`src/shared/uic_map.svh`:
```
// register offsets, field positions, reset values and codes of the control block
`ifndef UIC_MAP_SVH
`define UIC_MAP_SVH

`define UIC_OFS_DATA 3'h0
`define UIC_OFS_MASK 3'h1
`define UIC_OFS_SRC 3'h2
`define UIC_OFS_LINE 3'h3
`define UIC_OFS_MODEM 3'h4
`define UIC_OFS_LSTATE 3'h5
`define UIC_OFS_MSTATE 3'h6
`define UIC_OFS_SCRATCH 3'h7

`define UIC_MASK_RX 0
`define UIC_MASK_TX 1
`define UIC_MASK_LINE 2
`define UIC_MASK_MODEM 3
`define UIC_FCR_EN 0
`define UIC_FCR_RXRST 1
`define UIC_FCR_TXRST 2
`define UIC_FCR_DMA 3
`define UIC_FCR_TRIG_HI 7
`define UIC_FCR_TRIG_LO 6
`define UIC_LCR_DIV 7
`define UIC_MCR_DTR 0
`define UIC_MCR_RTS 1

`define UIC_RST_MASK 4'h0
`define UIC_RST_LINE 8'h00
`define UIC_RST_MODEM 5'h00
`define UIC_RST_SCRATCH 8'hFF
`define UIC_RST_DIV 8'h00

`define UIC_TRIG_1 5'h01
`define UIC_TRIG_4 5'h04
`define UIC_TRIG_8 5'h08
`define UIC_TRIG_14 5'h0E

`define UIC_TO_CHARS 4
`define UIC_TO_BITS 12
`define UIC_START_BITS 1
`define UIC_BASE_WORD 5

`endif

```
`src/shared/uic_pkg.sv`:
```
// types shared by the serial channel control block
`default_nettype none
package uic_pkg;

  typedef enum logic [3:0] {
    UIC_SRC_LINE = 4'h6,
    UIC_SRC_TIMEOUT = 4'hC,
    UIC_SRC_RXDATA = 4'h4,
    UIC_SRC_TXREADY = 4'h2,
    UIC_SRC_MODEM = 4'h0,
    UIC_SRC_NONE = 4'h1
  } uic_src_t;

  typedef struct packed {
    logic div_access;
    logic brk;
    logic stick;
    logic even;
    logic parity_en;
    logic long_stop;
    logic [1:0] word_len;
  } uic_fmt_t;

  typedef struct packed {
    logic loop_en;
    logic out2;
    logic out1;
    logic rts;
    logic dtr;
  } uic_mcr_t;

endpackage
`default_nettype wire

```
`src/rtl/uic_ctrl.sv`:
```
// interrupt, fifo control, line format and modem output control of one channel
//
// What this block does
// - mask bit 3 enables the modem status interrupt; off at reset; 7:4 reserved.
// - source read reports only the highest pending interrupt; others stay queued.
// - codes: line 0110, timeout 1100, rx data 0100, tx 0010, modem 0000, none 0001.
// - line interrupt raised by line status bits 1-4; cleared by line status read.
// - rx data interrupt while receive fill is at or above trigger level.
// - timeout after four characters plus twelve bits idle; cleared by rx read.
// - tx ready raised by tx trigger or tx empty; cleared by a source read that reports it, or by tx write.
// - modem interrupt raised by modem status bits 0-3; cleared by modem status read.
// - source bit 0 reads 0 while any unmasked interrupt is pending, 1 otherwise; resets to 1.
// - source bits 7:6 read 1 while fifos enabled, else 0; 5:4 read 0.
// - fifo control bit 0 enables fifos and must be 1 for other bits to apply.
// - fifo reset bits clear pointers of that fifo only, then self-clear.
// - fifo control bit 3 selects dma mode for the dma request pins.
// - trigger bits 7:6 select 1, 4, 8 or 14 characters; 5:4 reserved.
// - line format bits 1:0 select 5, 6, 7 or 8 data bits.
// - bit 2 gives 1.5 stop bits with 5-bit words, else 2 stop bits.
// - bit 3 adds a parity bit on transmit and checks it on receive.
// - bit 4 selects odd (0) or even (1) parity when not forced.
// - bit 5 forces parity to 1 when bit 4 is 0, to 0 when bit 4 is 1.
// - bit 6 holds the transmit output at space until it is cleared.
// - bit 7 maps the low addresses to the divisor latches.
// - modem control bits 0 and 1 drive terminal-ready and send-request low.
// - mask bit 1 enables the tx ready interrupt raised when the tx fifo empties.
//
// The address-and-strobe port and the address map are this design's own decisions.
`timescale 1ns/1ps
`default_nettype none
`include "uic_map.svh"

module uic_ctrl #(
  parameter int FIFO_DEPTH = 16,
  parameter int FILL_W = 5
) (
  input wire logic clk,
  input wire logic rst_n,
  input wire logic [2:0] addr,
  input wire logic [7:0] wdata,
  input wire logic wr,
  input wire logic rd,
  output logic [7:0] rdata,
  output logic irq,
  input wire logic bit_tick,
  input wire logic [FILL_W-1:0] rx_fill,
  input wire logic rx_push,
  input wire logic [7:0] rx_data,
  input wire logic [FILL_W-1:0] tx_fill,
  input wire logic tx_trigger,
  input wire logic [7:0] line_state_reg,
  input wire logic [7:0] modem_state_reg,
  input wire logic tx_serial,
  output logic tx_line,
  output logic rx_pop,
  output logic tx_load,
  output logic [7:0] tx_data,
  output logic line_state_read,
  output logic modem_state_read,
  output logic rx_fifo_clear,
  output logic tx_fifo_clear,
  output logic fifo_enable,
  output uic_pkg::uic_fmt_t line_format,
  output uic_pkg::uic_mcr_t modem_ctrl,
  output logic [15:0] divisor,
  output logic terminal_ready_n,
  output logic send_request_n,
  output logic tx_dma_request_n,
  output logic rx_dma_request_n
);

  // trigger decode is needed by both the interrupt and the dma pin
  function automatic logic [FILL_W-1:0] trig_level(input logic [1:0] sel);
    case (sel)
      2'h0: trig_level = FILL_W'(`UIC_TRIG_1);
      2'h1: trig_level = FILL_W'(`UIC_TRIG_4);
      2'h2: trig_level = FILL_W'(`UIC_TRIG_8);
      default: trig_level = FILL_W'(`UIC_TRIG_14);
    endcase
  endfunction

  // bits in one character: start, data, parity, stop (1.5 counts as 2)
  function automatic logic [5:0] char_bits(input uic_pkg::uic_fmt_t f);
    char_bits = 6'(`UIC_START_BITS) + 6'(`UIC_BASE_WORD) + {4'h0, f.word_len}
      + {5'h00, f.parity_en} + 6'h01 + {5'h00, f.long_stop};
  endfunction

  logic [3:0] mask_reg, mask_next;
  uic_pkg::uic_fmt_t line_format_reg, line_format_next;
  uic_pkg::uic_mcr_t modem_out_reg, modem_out_next;
  logic [7:0] div_lo_reg, div_lo_next, divisor_high, divisor_high_next;
  logic [7:0] scratch_reg, scratch_next;
  logic fifo_en_reg, fifo_en_next, dma_reg, dma_next;
  logic [1:0] trig_reg, trig_next;
  logic line_pend_reg, line_pend_next, modem_pend_reg, modem_pend_next;
  logic tx_pend_reg, tx_pend_next, to_pend_reg, to_pend_next;
  logic line_any_reg, modem_any_reg, tx_empty_reg;
  logic [5:0] to_cnt_reg, to_cnt_next;
  logic [7:0] rdata_reg, rdata_next;
  logic irq_reg, irq_next, tx_line_reg, tx_line_next;
  logic rx_pop_reg, tx_load_reg, ls_rd_reg, ms_rd_reg;
  logic rx_clr_reg, rx_clr_next, tx_clr_reg, tx_clr_next;
  logic [7:0] tx_data_reg, tx_data_next;
  logic txdma_n_reg, txdma_n_next, rxdma_n_reg, rxdma_n_next;
  logic [1:0] modem_pin_n_reg, modem_pin_n_next;

  logic line_any, modem_any, tx_empty, rx_level, divsel;
  logic rd_data, wr_data, rd_src, rd_line, rd_modem;
  uic_pkg::uic_src_t src;
  logic [7:0] src_byte;
  logic [5:0] to_limit;

  always_comb begin
    line_any = |line_state_reg[4:1];
    modem_any = |modem_state_reg[3:0];
    tx_empty = (tx_fill == '0);
    rx_level = (rx_fill >= trig_level(trig_reg));
    divsel = line_format_reg.div_access;
    rd_data = rd && addr == `UIC_OFS_DATA && !divsel;
    wr_data = wr && addr == `UIC_OFS_DATA && !divsel;
    rd_src = rd && addr == `UIC_OFS_SRC;
    rd_line = rd && addr == `UIC_OFS_LSTATE;
    rd_modem = rd && addr == `UIC_OFS_MSTATE;
    to_limit = 6'(`UIC_TO_CHARS * char_bits(line_format_reg)
      + `UIC_TO_BITS);
    // fixed priority; lower ones wait until the higher one is serviced
    if (line_pend_reg && mask_reg[`UIC_MASK_LINE]) begin
      src = uic_pkg::UIC_SRC_LINE;
    end else if (to_pend_reg && mask_reg[`UIC_MASK_RX]) begin
      src = uic_pkg::UIC_SRC_TIMEOUT;
    end else if (rx_level && mask_reg[`UIC_MASK_RX]) begin
      src = uic_pkg::UIC_SRC_RXDATA;
    end else if (tx_pend_reg && mask_reg[`UIC_MASK_TX]) begin
      src = uic_pkg::UIC_SRC_TXREADY;
    end else if (modem_pend_reg && mask_reg[`UIC_MASK_MODEM]) begin
      src = uic_pkg::UIC_SRC_MODEM;
    end else begin
      src = uic_pkg::UIC_SRC_NONE;
    end
    src_byte = {{2{fifo_en_reg}}, 2'h0, src};
  end

  always_comb begin
    mask_next = mask_reg;
    line_format_next = line_format_reg;
    modem_out_next = modem_out_reg;
    div_lo_next = div_lo_reg;
    divisor_high_next = divisor_high;
    scratch_next = scratch_reg;
    fifo_en_next = fifo_en_reg;
    dma_next = dma_reg;
    trig_next = trig_reg;
    rx_clr_next = 1'b0;
    tx_clr_next = 1'b0;
    tx_data_next = tx_data_reg;
    if (wr) begin
      case (addr)
        `UIC_OFS_DATA: begin
          if (divsel) begin
            div_lo_next = wdata;
          end else begin
            tx_data_next = wdata;
          end
        end
        `UIC_OFS_MASK: begin
          if (divsel) begin
            divisor_high_next = wdata;
          end else begin
            mask_next = wdata[3:0];
          end
        end
        `UIC_OFS_SRC: begin
          fifo_en_next = wdata[`UIC_FCR_EN];
          // other fields ignored unless the enable bit is written as 1
          if (wdata[`UIC_FCR_EN]) begin
            rx_clr_next = wdata[`UIC_FCR_RXRST];
            tx_clr_next = wdata[`UIC_FCR_TXRST];
            dma_next = wdata[`UIC_FCR_DMA];
            trig_next = wdata[`UIC_FCR_TRIG_HI:`UIC_FCR_TRIG_LO];
          end
        end
        `UIC_OFS_LINE: line_format_next = wdata;
        `UIC_OFS_MODEM: modem_out_next = wdata[4:0];
        `UIC_OFS_SCRATCH: scratch_next = wdata;
        default: scratch_next = scratch_reg;
      endcase
    end

    // pending flags: a new event beats a clear in the same cycle
    line_pend_next = line_pend_reg;
    if (rd_line) begin
      line_pend_next = 1'b0;
    end
    if (line_any && !line_any_reg) begin
      line_pend_next = 1'b1;
    end
    modem_pend_next = modem_pend_reg;
    if (rd_modem) begin
      modem_pend_next = 1'b0;
    end
    if (modem_any && !modem_any_reg) begin
      modem_pend_next = 1'b1;
    end
    tx_pend_next = tx_pend_reg;
    if (wr_data || (rd_src && src == uic_pkg::UIC_SRC_TXREADY)) begin
      tx_pend_next = 1'b0;
    end
    if (tx_trigger || (tx_empty && !tx_empty_reg)) begin
      tx_pend_next = 1'b1;
    end

    // idle timer restarts on each received or read character
    to_cnt_next = to_cnt_reg;
    to_pend_next = to_pend_reg;
    if (rx_push || rd_data || rx_fill == '0) begin
      to_cnt_next = 6'h00;
    end else if (bit_tick && !to_pend_reg) begin
      if (to_cnt_reg + 6'h01 >= to_limit) begin
        to_pend_next = 1'b1;
        to_cnt_next = 6'h00;
      end else begin
        to_cnt_next = to_cnt_reg + 6'h01;
      end
    end
    if (rd_data) begin
      to_pend_next = 1'b0;
    end

    rdata_next = rdata_reg;
    if (rd) begin
      case (addr)
        `UIC_OFS_DATA: rdata_next = divsel ? div_lo_reg : rx_data;
        `UIC_OFS_MASK: rdata_next = divsel ? divisor_high : {4'h0, mask_reg};
        `UIC_OFS_SRC: rdata_next = src_byte;
        `UIC_OFS_LINE: rdata_next = line_format_reg;
        `UIC_OFS_MODEM: rdata_next = {3'h0, modem_out_reg};
        `UIC_OFS_LSTATE: rdata_next = line_state_reg;
        `UIC_OFS_MSTATE: rdata_next = modem_state_reg;
        default: rdata_next = scratch_reg;
      endcase
    end

    irq_next = (src != uic_pkg::UIC_SRC_NONE);
    tx_line_next = tx_serial && !line_format_reg.brk;
    // inverted drive: a set control bit pulls the pin low
    modem_pin_n_next = ~{modem_out_next.rts, modem_out_next.dtr};
    // normal mode: single character handshake; dma mode: block by level
    if (dma_reg) begin
      rxdma_n_next = !(rx_level || to_pend_reg);
      txdma_n_next = !(tx_fill < FILL_W'(FIFO_DEPTH));
    end else begin
      rxdma_n_next = (rx_fill == '0);
      txdma_n_next = !tx_empty;
    end
  end

  always_ff @(posedge clk or negedge rst_n) begin
    if (!rst_n) begin
      mask_reg <= `UIC_RST_MASK;
      line_format_reg <= `UIC_RST_LINE;
      modem_out_reg <= `UIC_RST_MODEM;
      div_lo_reg <= `UIC_RST_DIV;
      divisor_high <= `UIC_RST_DIV;
      scratch_reg <= `UIC_RST_SCRATCH;
      fifo_en_reg <= 1'b0;
      dma_reg <= 1'b0;
      trig_reg <= 2'h0;
      line_pend_reg <= 1'b0;
      modem_pend_reg <= 1'b0;
      tx_pend_reg <= 1'b0;
      to_pend_reg <= 1'b0;
      line_any_reg <= 1'b0;
      modem_any_reg <= 1'b0;
      tx_empty_reg <= 1'b1;
      to_cnt_reg <= 6'h00;
      rdata_reg <= 8'h00;
      irq_reg <= 1'b0;
      tx_line_reg <= 1'b1;
      rx_pop_reg <= 1'b0;
      tx_load_reg <= 1'b0;
      ls_rd_reg <= 1'b0;
      ms_rd_reg <= 1'b0;
      rx_clr_reg <= 1'b0;
      tx_clr_reg <= 1'b0;
      tx_data_reg <= 8'h00;
      txdma_n_reg <= 1'b1;
      rxdma_n_reg <= 1'b1;
      modem_pin_n_reg <= 2'h3;
    end else begin
      mask_reg <= mask_next;
      line_format_reg <= line_format_next;
      modem_out_reg <= modem_out_next;
      div_lo_reg <= div_lo_next;
      divisor_high <= divisor_high_next;
      scratch_reg <= scratch_next;
      fifo_en_reg <= fifo_en_next;
      dma_reg <= dma_next;
      trig_reg <= trig_next;
      line_pend_reg <= line_pend_next;
      modem_pend_reg <= modem_pend_next;
      tx_pend_reg <= tx_pend_next;
      to_pend_reg <= to_pend_next;
      line_any_reg <= line_any;
      modem_any_reg <= modem_any;
      tx_empty_reg <= tx_empty;
      to_cnt_reg <= to_cnt_next;
      rdata_reg <= rdata_next;
      irq_reg <= irq_next;
      tx_line_reg <= tx_line_next;
      rx_pop_reg <= rd_data;
      tx_load_reg <= wr_data;
      ls_rd_reg <= rd_line;
      ms_rd_reg <= rd_modem;
      rx_clr_reg <= rx_clr_next;
      tx_clr_reg <= tx_clr_next;
      tx_data_reg <= tx_data_next;
      txdma_n_reg <= txdma_n_next;
      rxdma_n_reg <= rxdma_n_next;
      modem_pin_n_reg <= modem_pin_n_next;
    end
  end

  assign rdata = rdata_reg;
  assign irq = irq_reg;
  assign tx_line = tx_line_reg;
  assign rx_pop = rx_pop_reg;
  assign tx_load = tx_load_reg;
  assign tx_data = tx_data_reg;
  assign line_state_read = ls_rd_reg;
  assign modem_state_read = ms_rd_reg;
  assign rx_fifo_clear = rx_clr_reg;
  assign tx_fifo_clear = tx_clr_reg;
  assign fifo_enable = fifo_en_reg;
  assign line_format = line_format_reg;
  assign modem_ctrl = modem_out_reg;
  assign divisor = {divisor_high, div_lo_reg};
  assign terminal_ready_n = modem_pin_n_reg[0];
  assign send_request_n = modem_pin_n_reg[1];
  assign tx_dma_request_n = txdma_n_reg;
  assign rx_dma_request_n = rxdma_n_reg;
endmodule // uic_ctrl
`default_nettype wire

```
`config.mk`:
```
export PLATFORM = sky130hd
export DESIGN_NAME = uic_ctrl
export DESIGN_NICKNAME = d
export VERILOG_FILES = /design/src/shared/uic_pkg.sv /design/src/rtl/uic_ctrl.sv
export VERILOG_INCLUDE_DIRS = /design/src /design/src/shared
export SDC_FILE = /design/constraint.sdc
export NUM_CORES = 1
export LEC_CHECK = 0
export BUFFER_PORTS_ARGS = -buffer_cell sky130_fd_sc_hd__buf_2
export CORE_MARGIN = 2
export CORE_UTILIZATION = 55
export CTS_BUF_LIST = sky130_fd_sc_hd__clkbuf_2 sky130_fd_sc_hd__clkbuf_4 sky130_fd_sc_hd__clkbuf_8
export DETAILED_ROUTE_END_ITERATION = 7
export MAX_ROUTING_LAYER = met4
export PLACE_DENSITY = 0.88
export SYNTH_ARGS = -nofsm -noshare
export SYNTH_HDL_FRONTEND = slang
export SYNTH_SLANG_ARGS = --single-unit
```
`constraint.sdc`:
```
create_clock -name clk -period 3.8 [get_ports clk]
set_input_delay 0.19 -clock clk [delete_from_list [all_inputs] [get_ports clk]]
set_output_delay 0.19 -clock clk [all_outputs]
set_load 0.01 [all_outputs]
```
==> results of run 1 <==
## power by group through the flow
| stage | Sequential [W] | Clock (W) | Combinational (W) |
|---|---|---|---|
| floorplan | 0.00131 | 0 | 0.000508 |
| global placement | 0.00129 | 0 | 0.000801 |
| detailed placement | 0.00130 | 0 | 0.000840 |
| CTS | 0.00128 | 0.000666 | 0.000845 |
| global route | 0.00131 | 0.000704 | 0.000927 |
| finish | 0.00128 | 0.000665 | 0.000841 |
## worst max-delay path: cells and delay by family (launching register included)
| kind | cells | cell delay (ns) |
|---|---|---|
| xor gates and xnor gates | 1 | 0.13 |
| AOI/OAI and AO/OA | 4 | 1.06 |
| DFF | 1 | 0.40 |
| adders and majority gates | 5 | 1.37 |
| buffers and inverters | 3 | 0.18 |
## synth_stat cells, types with 2 or more instances
| cell | count | area, µm² |
|---|---|---|
| nand2_1 | 33 | 124 |
| o22ai_1 | 6 | 37.5 |
| buf_6 | 6 | 67.6 |
| a31oi_1 | 4 | 25.0 |
| a211oi_1 | 2 | 15.0 |
| ha_1 | 14 | 175 |
| o211ai_1 | 3 | 22.5 |
| mux2_2 | 47 | 529 |
| o2bb2ai_1 | 2 | 17.5 |
| o221a_2 | 2 | 22.5 |
| nand2b_1 | 10 | 62.6 |
| xnor2_1 | 6 | 52.6 |
| dfrtp_1 | 72 | 1800 |
| mux2i_1 | 14 | 140 |
| nor3b_1 | 2 | 15.0 |
| o21ai_0 | 28 | 140 |
| inv_1 | 19 | 71.3 |
| and3_1 | 4 | 25.0 |
| buf_4 | 5 | 37.5 |
| a21oi_1 | 16 | 80.1 |
| buf_2 | 6 | 30.0 |
| nand3_1 | 9 | 45.0 |
| or3_1 | 3 | 18.8 |
| o21a_1 | 3 | 22.5 |
| nand4_2 | 2 | 25.0 |
| or4_1 | 4 | 30.0 |
| clkbuf_1 | 2 | 7.51 |
| nor2_1 | 13 | 48.8 |
| dfstp_2 | 14 | 368 |
| a22oi_1 | 3 | 22.5 |
| nor3_1 | 3 | 15.0 |
| nor2b_1 | 4 | 25.0 |
| nand3b_1 | 2 | 15.0 |
## metrics by stage
step / hold slack, ns / total power (W)
floorplan: -0.106 / 0.00182
global route: 0.0258 / 0.00294
detailed placement: 0.347 / 0.00214
CTS: 0.00742 / 0.00279
finish: 0.00371 / 0.00279
global placement: 0.339 / 0.00209
## what timing repair did
action | in CTS | in global routing
hold endpoints to repair | 1 | 0
hold buffers | 1 | 0
endpoints found under the setup margin | 0 | 0
## metal layers
metal	vias up	part of all wire (%)	global-route usage [%]
met5	-	0	-
met4	0	2.1	11.8
met3	25	7.0	4.15
met2	163	48	42.9
met1	1792	43	36.3
li1	1636	-	-
## cell type report
cell class	count	area (µm²)	area share [%]
Tap cell	102	128	2.43
Clock inverter	6	70.1	1.34
Inverter	20	75.1	1.43
Timing Repair Buffer	111	563	10.7
Sequential cell	86	2170	41.4
Clock buffer	10	131	2.51
Multi-Input combinational cell	270	2110	40.2
## worst max-delay path by stage
stage	from	to	slack, ns	depth (start not counted)
floorplan	line_format[3]	to_cnt_reg[5]	0.82	13
global placement	line_format[3]	to_cnt_reg[5]	0.73	13
detailed placement	line_format[3]	to_cnt_reg[5]	0.58	13
CTS	line_format[3]	to_cnt_reg[5]	0.57	13
global route	line_format[3]	to_cnt_reg[5]	0.31	14
finish	line_format[3]	to_cnt_reg[5]	0.57	13
## cells by family after synthesis
| group | Yosys count | synth area share (%) |
|---|---|---|
| and+or+nand+nor | 102 | 13.4 |
| DFF | 86 | 48.2 |
| AOI/OAI and AO/OA | 84 | 12.3 |
| muxes | 63 | 15.6 |
| xor gates and xnor gates | 6 | 1.17 |
| adders and majority gates | 15 | 4.34 |
| buffers and inverters | 40 | 4.92 |
==> flow_metrics.env, run 1 <==
export IMPL_syn_cell_area_um2=4500
export IMPL_area_delta_synth_final_pct=16.6
export IMPL_io_buffers=110
export IMPL_p_int_w=0.00184
export IMPL_core_um2=7810
export IMPL_cts_htree_levels=3
export IMPL_floorplan_rows=32
export IMPL_report_final_slew_viol_count=0
export IMPL_io_pins=111
export IMPL_fin_ws_ns=0.569
export IMPL_min_path_type="input port to async pin"
export IMPL_ir_drop_mv=0.302
export IMPL_dpl_cell_count=588
export IMPL_wl_per_cell_um=18.7
export IMPL_post_route_drc_count=0
export IMPL_avgSynthCellArea_um2=11.4
export IMPL_drive_gt1_share_pct=40.4
export IMPL_hold_viol=0
export IMPL_antenna_cells=0
export IMPL_synth_cell_types=66
export IMPL_grt_pass1_vias=3588
export IMPL_period_needed_ns=3.23
export IMPL_mostFrequentLayoutCells="buf_2, dfrtp_1, mux2_2"
export IMPL_async_flop_share_pct=100
export IMPL_dr_pass1_iters=5
export IMPL_grt_setup_unrepaired="false"
export IMPL_die_h_um=94.4
export IMPL_fin_nets=566
export IMPL_grt_pass1_wl_mm=18.0
export IMPL_final_core_util_pct=67.2
export IMPL_ys_warn_count=0
export IMPL_rr_endpoint="to_cnt_reg[5]"
export IMPL_routed_wirelength_mm=11.3
export IMPL_cts_buffers=9
export IMPL_detailed_place_hpwl_mm=8.10
export IMPL_die_w_um=94.4
export IMPL_pwr_share_clk_pct=23.8
export IMPL_grt_use_total_pct=27.6
export IMPL_clk_latency_ns=0.37
export IMPL_grt_overflow=0
export IMPL_synth_nets=464
export IMPL_cts_setup_buffers=0
export IMPL_path_clk_slew_ns=0.09
export IMPL_grt_max_degree=87
export IMPL_critPathLaunchType="flop"
export IMPL_routabilityCongestion=0.894
export IMPL_crit_path_cell_trace="inv_1 -> ha_1 -> inv_1 -> ha_1 -> inv_1 -> fa_1 -> ha_1 -> xnor2_1 -> ha_1 -> a21o_1 -> a221oi_2 -> o211ai_1 -> a21oi_1"
export IMPL_place_ws_ns=0.582
export IMPL_ant_nets=0
export IMPL_synth_edf_count=0
export IMPL_path_common_cell="ha_1"
export IMPL_synth_cells=396
export IMPL_fmax_mhz=310
export IMPL_slowest_delay_ns=0.51
export IMPL_cts_tree="done"
export IMPL_power_density_nw_per_um2=532
export IMPL_cts_sink_count=86
export IMPL_slowest_stage="a221oi_2"
export IMPL_p_leak_nw=2.51
export IMPL_p_seq_share_pct=46.0
export IMPL_setup_viol=0
export IMPL_cp_arrival_ns=3.52
export IMPL_synthFlopType="dfrtp_1"
export IMPL_crit_fanout=6
export IMPL_r2r_start="line_format[3]"
export IMPL_rr_worst_depth=13
export IMPL_ys_seq_area_share_pct=48.2
export IMPL_placed_cell_area_um2=5030
export IMPL_avgViaCountPerCell=5.98
export IMPL_clockBufferDepth=2
export IMPL_required_ns=4.09
export IMPL_ys_seq_elements=86
export IMPL_critPathCaptureType="flop"
export IMPL_ctsResizeCount=0
export IMPL_worst_r2r_setup_slack_ns=0.57
export IMPL_fin_area_um2=5240
export IMPL_antenna_found_initial=0
export IMPL_finalSetupTns_ns=0
export IMPL_worstMarginPinSlew_ns=1.08
export IMPL_maxCapViolCount=0
export IMPL_dieArea_um2=8920
export IMPL_switching_share_pct=34.0
export IMPL_drt_initial_drc_count=193
export IMPL_crit_type="flop to flop"
export IMPL_combPwrFrac_pct=30.2
export IMPL_mostFrequentLayoutCell="buf_2"
export IMPL_stdcell_count=605
export IMPL_p_sw_w=0.000949
export IMPL_vias=3616
export IMPL_fillers=594
export IMPL_post_route_period_util_pct=85.0
export IMPL_relSlewSlack_pct=28.3
export IMPL_cts_root_buf="clkbuf_8"
export IMPL_status="finished clean"
export IMPL_floorplan_initialDensity_pct=57.6
export IMPL_fin_skew_ns=0.00986
(Power assumes the default switching activity.)
==> inputs of run 2 (changes only) <==
- ABC_AREA: not set -> 1
- PLACE_DENSITY: 0.88 -> 0.89
- clock period: 3.8 -> 3.5 ns (I/O delays scaled with it)
==> run 2 against run 1 <==
  * The run now ends with negative hold slack left
  * Sequential share of layout area grew 0.75 points
  * Critical endpoint is now to_cnt_reg[0]
  * Clock-buffer cell count up 1
  * Register-to-register slack got worse by 0.05 ns
  * Core utilization up 0.18 points
  * Highest routed layer unchanged
  * Critical path depth grew 2
  * Cell area is 1.8% lower
==> flow_metrics.env, run 2 <==
export IMPL_drive_gt1_share_pct=23.6
export IMPL_syn_cell_area_um2=4290
export IMPL_synth_common_cells="nand2_1, dfrtp_1, o21ai_0"
export IMPL_dieArea_um2=8520
export IMPL_setup_viol=0
export IMPL_grt_pass1_vias=3870
export IMPL_crit_type="flop to flop"
export IMPL_status="finished, violations left"
export IMPL_p_seq_share_pct=45.0
export IMPL_avgViaCountPerCell=5.41
export IMPL_cts_sink_count=86
export IMPL_mostFrequentLayoutCells="nand2_1, buf_2, dfrtp_1"
export IMPL_fmax_mhz=335
export IMPL_rr_endpoint="to_cnt_reg[0]"
export IMPL_worstMarginPinSlew_ns=1.07
export IMPL_endpoint="to_cnt_reg[0]"
export IMPL_grt_max_degree=87
export IMPL_ctsResizeCount=0
export IMPL_relSlewSlack_pct=28.9
export IMPL_slowest_delay_ns=0.39
export IMPL_yosysTopAreaCellShare_pct=42.0
export IMPL_period_needed_ns=2.98
export IMPL_critPathTopFamily="adder cells"
export IMPL_ctsHoldBuffers=1
export IMPL_cts_buffers=9
export IMPL_die_h_um=92.3
export IMPL_violations="negative hold slack"
export IMPL_grt_overflow=0
export IMPL_path_clk_slew_ns=0.08
export IMPL_ys_warn_count=0
export IMPL_cts_setup_buffers=0
export IMPL_fin_nets=711
export IMPL_floorplan_initialDensity_pct=56.1
export IMPL_vias=4057
export IMPL_dr_pass1_iters=5
export IMPL_synth_edf_count=0
export IMPL_antenna_cells=0
export IMPL_maxCapViolCount=0
export IMPL_routabilityCongestion=0.988
export IMPL_clockBufferDepth=2
export IMPL_crit_path_cell_trace="inv_1 -> ha_1 -> inv_1 -> ha_1 -> inv_1 -> fa_1 -> xor2_1 -> nand2_1 -> xor2_1 -> ha_1 -> nand2_1 -> inv_1 -> nand4_1 -> nand3_1 -> o22ai_1"
export IMPL_ir_drop_mv=0.317
export IMPL_drt_initial_drc_count=349
export IMPL_r2r_start="line_format[0]"
export IMPL_yosysTopAreaCell="dfrtp_1"
export IMPL_p_leak_nw=2.82
export IMPL_grt_setup_unrepaired="false"
export IMPL_critPathBufInv=4
export IMPL_grt_use_total_pct=29.0
export IMPL_io_pins=111
export IMPL_switching_share_pct=33.3
export IMPL_worst_r2r_setup_slack_ns=0.52
export IMPL_async_flop_share_pct=100
export IMPL_ant_nets=0
export IMPL_synth_most_common_cell="nand2_1"
export IMPL_rr_worst_depth=15
export IMPL_synth_cell_types=30
export IMPL_slowest_stage="dfrtp_1"
export IMPL_cp_depth=15
export IMPL_ys_seq_area_share_pct=50.6
export IMPL_fin_skew_ns=0.00805
export IMPL_post_route_drc_count=0
export IMPL_cts_tree="done"
export IMPL_die_w_um=92.3
export IMPL_critPathLaunchType="flop"
export IMPL_crit_start="line_format[0]"
export IMPL_whs_ns=-0.000263
export IMPL_pwr_share_clk_pct=28.1
export IMPL_mostFrequentLayoutCell="nand2_1"
export IMPL_synthFlopType="dfrtp_1"
export IMPL_core_um2=7650
export IMPL_area_delta_synth_final_pct=20.0
export IMPL_min_path_type="input port to async pin"
export IMPL_floorplan_rows=32
export IMPL_routed_wirelength_mm=11.7
export IMPL_avgSynthCellArea_um2=8.06
export IMPL_finalSetupTns_ns=0
export IMPL_cp_arrival_ns=3.20
export IMPL_crit_fanout=7
export IMPL_required_ns=3.72
export IMPL_report_final_slew_viol_count=0
export IMPL_cts_root_buf="clkbuf_8"
export IMPL_synth_nets=600
export IMPL_synth_cells=532
export IMPL_antenna_found_initial=0
export IMPL_p_int_w=0.00199
export IMPL_io_buffers=110
export IMPL_power_density_nw_per_um2=579
export IMPL_post_route_period_util_pct=85.2
export IMPL_grt_pass1_wl_mm=18.7
export IMPL_critPathCaptureType="flop"
export IMPL_synth_area_leaders="dfrtp_1, nand2_1, dfstp_2"
export IMPL_clk_latency_ns=0.36
export IMPL_wl_per_cell_um=15.5
export IMPL_cts_htree_levels=3
export IMPL_hold_viol=1
export IMPL_p_sw_w=0.000993
export IMPL_detailed_place_hpwl_mm=8.42
export IMPL_ys_seq_elements=86
export IMPL_combPwrFrac_pct=26.9
export IMPL_path_common_cell="inv_1"
run 2: worst min-delay path by stage:
stage                     from  cells after the start            endpoint  slack (ns)
CTS                 tx_trigger                      3         tx_pend_reg        0.04
global route          wdata[1]                      2  modem_pin_n_reg[1]        0.05
detailed placement   tx_serial                      3             tx_line        0.35
finish                   rst_n                      1            rdata[2]     -0.0003
global placement     tx_serial                      3             tx_line        0.35
floorplan                rst_n                      0       div_lo_reg[0]       -0.12
run 2: cells by family after synthesis:
logic type,count (synthesis),share of synthesized area (%)
compound gates,88,10.6
xor+xnor,7,1.43
fa+ha+maj,15,4.55
buf+inv,76,7.32
flops,86,50.6
simple gates,260,25.6
run 2: layout make-up:
cell class                 count  area (µm²)
multi-input combinational    370        1810
fill                         642        2500
timing repair buffer         111         563
tap                          102         128
clock inverter                 5         100
sequential                    86        2170
inverter                      65         244
clock buffer                  11         139
run 2: worst register-to-register path: cells and delay by family (launching register included):
family	cells	cell delay [ns]
compound gates	1	0.15
fa+ha+maj	4	1.08
flops	1	0.39
buf+inv	4	0.26
xor+xnor	2	0.42
simple gates	4	0.56
run 2: metrics by stage:
stage / instance area, µm² / util (%) / std cells / setup WS (ns) / total power, W
after floorplan: 4290 / - / 532 / 0.818 / 0.00181
after global routing: 5150 / 67.3 / 750 / 0.371 / 0.00315
after detailed placement: 4900 / 64.1 / 733 / 0.605 / 0.00214
final: 5150 / 67.3 / 750 / 0.517 / 0.00298
after CTS: 5150 / 67.3 / 750 / 0.584 / 0.00298
after global placement: 4900 / 64.1 / 733 / 0.765 / 0.00208
run 2: power groups by stage:
stage                     registers [W]  logic (W)  clock network [W]
after detailed placement        0.00135   0.000791                  0
final                           0.00134   0.000803           0.000839
after CTS                       0.00134   0.000800           0.000840
after global placement          0.00134   0.000739                  0
after global routing            0.00136   0.000900           0.000889
after floorplan                 0.00138   0.000431                  0
run 2: layer usage:
metal / global-route usage [%] / share of wire (%) / vias to the layer above
met2: 46.8 / 49 / 192
met3: 3.17 / 7.1 / 28
met1: 38.0 / 41 / 1924
li1: - / - / 1913
met4: 12.1 / 2.6 / 0
met5: - / 0 / -
==> inputs of run 3 (changes only) <==
- ABC_AREA: 1 -> not set
- PLACE_DENSITY: 0.89 -> 0.88
==> run 3 against run 2 <==
  * The run now ends clean
  * Routed wire length shrank 1.4%
  * Via count shrank 11%
  * First-iteration DRC count fell by 27%
  * Setup slack lost 0.28 ns
  * Critical endpoint is now to_cnt_reg[5]
  * Maximum frequency is 8.6% lower
  * Highest routed layer unchanged
  * Largest cell class unchanged
  * Die area up 4.6%
  * Cell count down 19%
  * Hold slack better by 0.018 ns
==> flow_metrics.env, run 3 (synthesis results as in run 1) <==
export IMPL_status="finished clean"
export IMPL_cts_tree="done"
export IMPL_hold_viol=0
export IMPL_avgViaCountPerCell=6.00
export IMPL_antenna_found_initial=0
export IMPL_period_needed_ns=3.26
export IMPL_antenna_cells=0
export IMPL_ant_nets=0
export IMPL_critPathCaptureType="flop"
export IMPL_fmax_mhz=306
export IMPL_maxCapViolCount=0
export IMPL_area_delta_synth_final_pct=16.2
export IMPL_floorplan_rows=32
export IMPL_grt_pass1_vias=3604
export IMPL_die_w_um=94.4
export IMPL_p_leak_nw=2.51
export IMPL_place_ws_ns=0.272
export IMPL_r2r_start="line_format[3]"
export IMPL_dieArea_um2=8920
export IMPL_grt_setup_unrepaired="false"
export IMPL_drt_initial_drc_count=256
export IMPL_cts_root_buf="clkbuf_8"
export IMPL_mostFrequentLayoutCells="buf_2, dfrtp_1, mux2_2"
export IMPL_finalSetupTns_ns=0
export IMPL_final_core_util_pct=66.9
export IMPL_grt_pass1_wl_mm=18.2
export IMPL_cts_htree_levels=3
export IMPL_ir_drop_mv=0.339
export IMPL_cts_buffers=9
export IMPL_dr_pass1_iters=5
export IMPL_cts_sink_count=86
export IMPL_path_clk_slew_ns=0.08
export IMPL_floorplan_initialDensity_pct=57.6
export IMPL_clockBufferDepth=2
export IMPL_critPathLaunchType="flop"
export IMPL_routabilityCongestion=0.892
export IMPL_drive_gt1_share_pct=40.2
export IMPL_required_ns=3.78
export IMPL_report_final_slew_viol_count=0
export IMPL_crit_type="flop to flop"
export IMPL_rr_endpoint="to_cnt_reg[5]"
export IMPL_fillers=622
export IMPL_fin_ws_ns=0.237
export IMPL_power_density_nw_per_um2=573
export IMPL_worstMarginPinSlew_ns=1.07
export IMPL_rr_worst_depth=13
export IMPL_io_pins=111
export IMPL_cp_arrival_ns=3.55
export IMPL_crit_start="line_format[3]"
export IMPL_min_path_type="input port to async pin"
export IMPL_vias=3625
export IMPL_post_route_drc_count=0
export IMPL_routed_wirelength_mm=11.5
export IMPL_crit_fanout=6
export IMPL_post_route_period_util_pct=93.2
export IMPL_grt_max_degree=87
export IMPL_mostFrequentLayoutCell="buf_2"
export IMPL_fin_skew_ns=0.00503
export IMPL_total_power_w=0.00299
export IMPL_io_buffers=110
export IMPL_core_um2=7810
export IMPL_detailed_place_hpwl_mm=8.24
export IMPL_endpoint="to_cnt_reg[5]"
export IMPL_relSlewSlack_pct=28.8
export IMPL_grt_use_total_pct=27.8
export IMPL_grt_overflow=0
export IMPL_ctsResizeCount=0
export IMPL_setup_viol=0
export IMPL_fin_nets=566
export IMPL_worst_r2r_setup_slack_ns=0.24
export IMPL_clk_latency_ns=0.35
export IMPL_wl_per_cell_um=19.0
export IMPL_die_h_um=94.4
[run 3: cell types whose count changed in the layout (fill, tap and decap cells not counted), moves of 5 or more]
cell	delta
nand2_1	-146
mux2_2	+47
inv_1	-42
o21ai_0	-37
nor2_1	-23
nand3_1	-16
mux2i_1	+14
nand2b_1	+10
xor2_1	-6
xnor2_1	+5
[run 3: worst max-delay path, stage by stage, from the launching register on]
cell and delay [ns]:
dfrtp_1 0.40, inv_1 0.06, ha_1 0.26, inv_1 0.04, ha_1 0.17, inv_1 0.08, fa_1 0.44, ha_1 0.23
xnor2_1 0.13, ha_1 0.29, a21o_1 0.21, a221oi_2 0.53, o211ai_1 0.17, a21oi_1 0.16
[run 3: timing repair]
action / CTS / global route
buffers inserted: 0 / 0
hold buffers: 1 / 0
endpoints found under the hold margin: 1 / 0
[run 3: stage by stage]
stage / hold slack [ns] / cells / instance area, µm²
floorplan: -0.121 / 396 / 4500
global route: 0.0192 / 604 / 5230
finish: 0.0174 / 604 / 5230
detailed placement: 0.332 / 588 / 5030
global placement: 0.324 / 588 / 5030
CTS: 0.0138 / 604 / 5230
[run 3: worst min-delay path by stage]
| stage | from | to | slack (ns) | depth (start not counted) |
|---|---|---|---|---|
| after global routing | tx_serial | tx_line | 0.02 | 2 |
| final | rst_n | rx_fifo_clear | 0.02 | 1 |
| after detailed placement | tx_fill[1] | tx_empty_reg | 0.33 | 2 |
| after floorplan | rst_n | div_lo_reg[0] | -0.12 | 0 |
| after CTS | tx_fill[4] | tx_dma_request_n | 0.01 | 3 |
| after global placement | tx_fill[1] | tx_empty_reg | 0.32 | 2 |
[run 3: final cells by class]
class,count,area (µm²),area share (%)
clock inverters,5,52.6,1.01
well taps,102,128,2.44
multi-input cells,270,2110,40.3
clock buffers,10,131,2.51
inverters,20,75.1,1.44
repair buffers,111,563,10.8
flip-flops and latches,86,2170,41.5
[run 3: routing by layer]
metal	wire length [µm]	GRT usage, %	up-vias
met5	0	-	-
met4	286	11.0	0
met3	826	4.07	22
met2	5560	42.3	182
met1	4830	38.1	1785
li1	-	-	1636
[run 3: power breakdown]
group          internal, W  switching (W)
Combinational     0.000439       0.000480
Sequential         0.00122       0.000179
Clock             0.000330       0.000349
Total              0.00199        0.00101
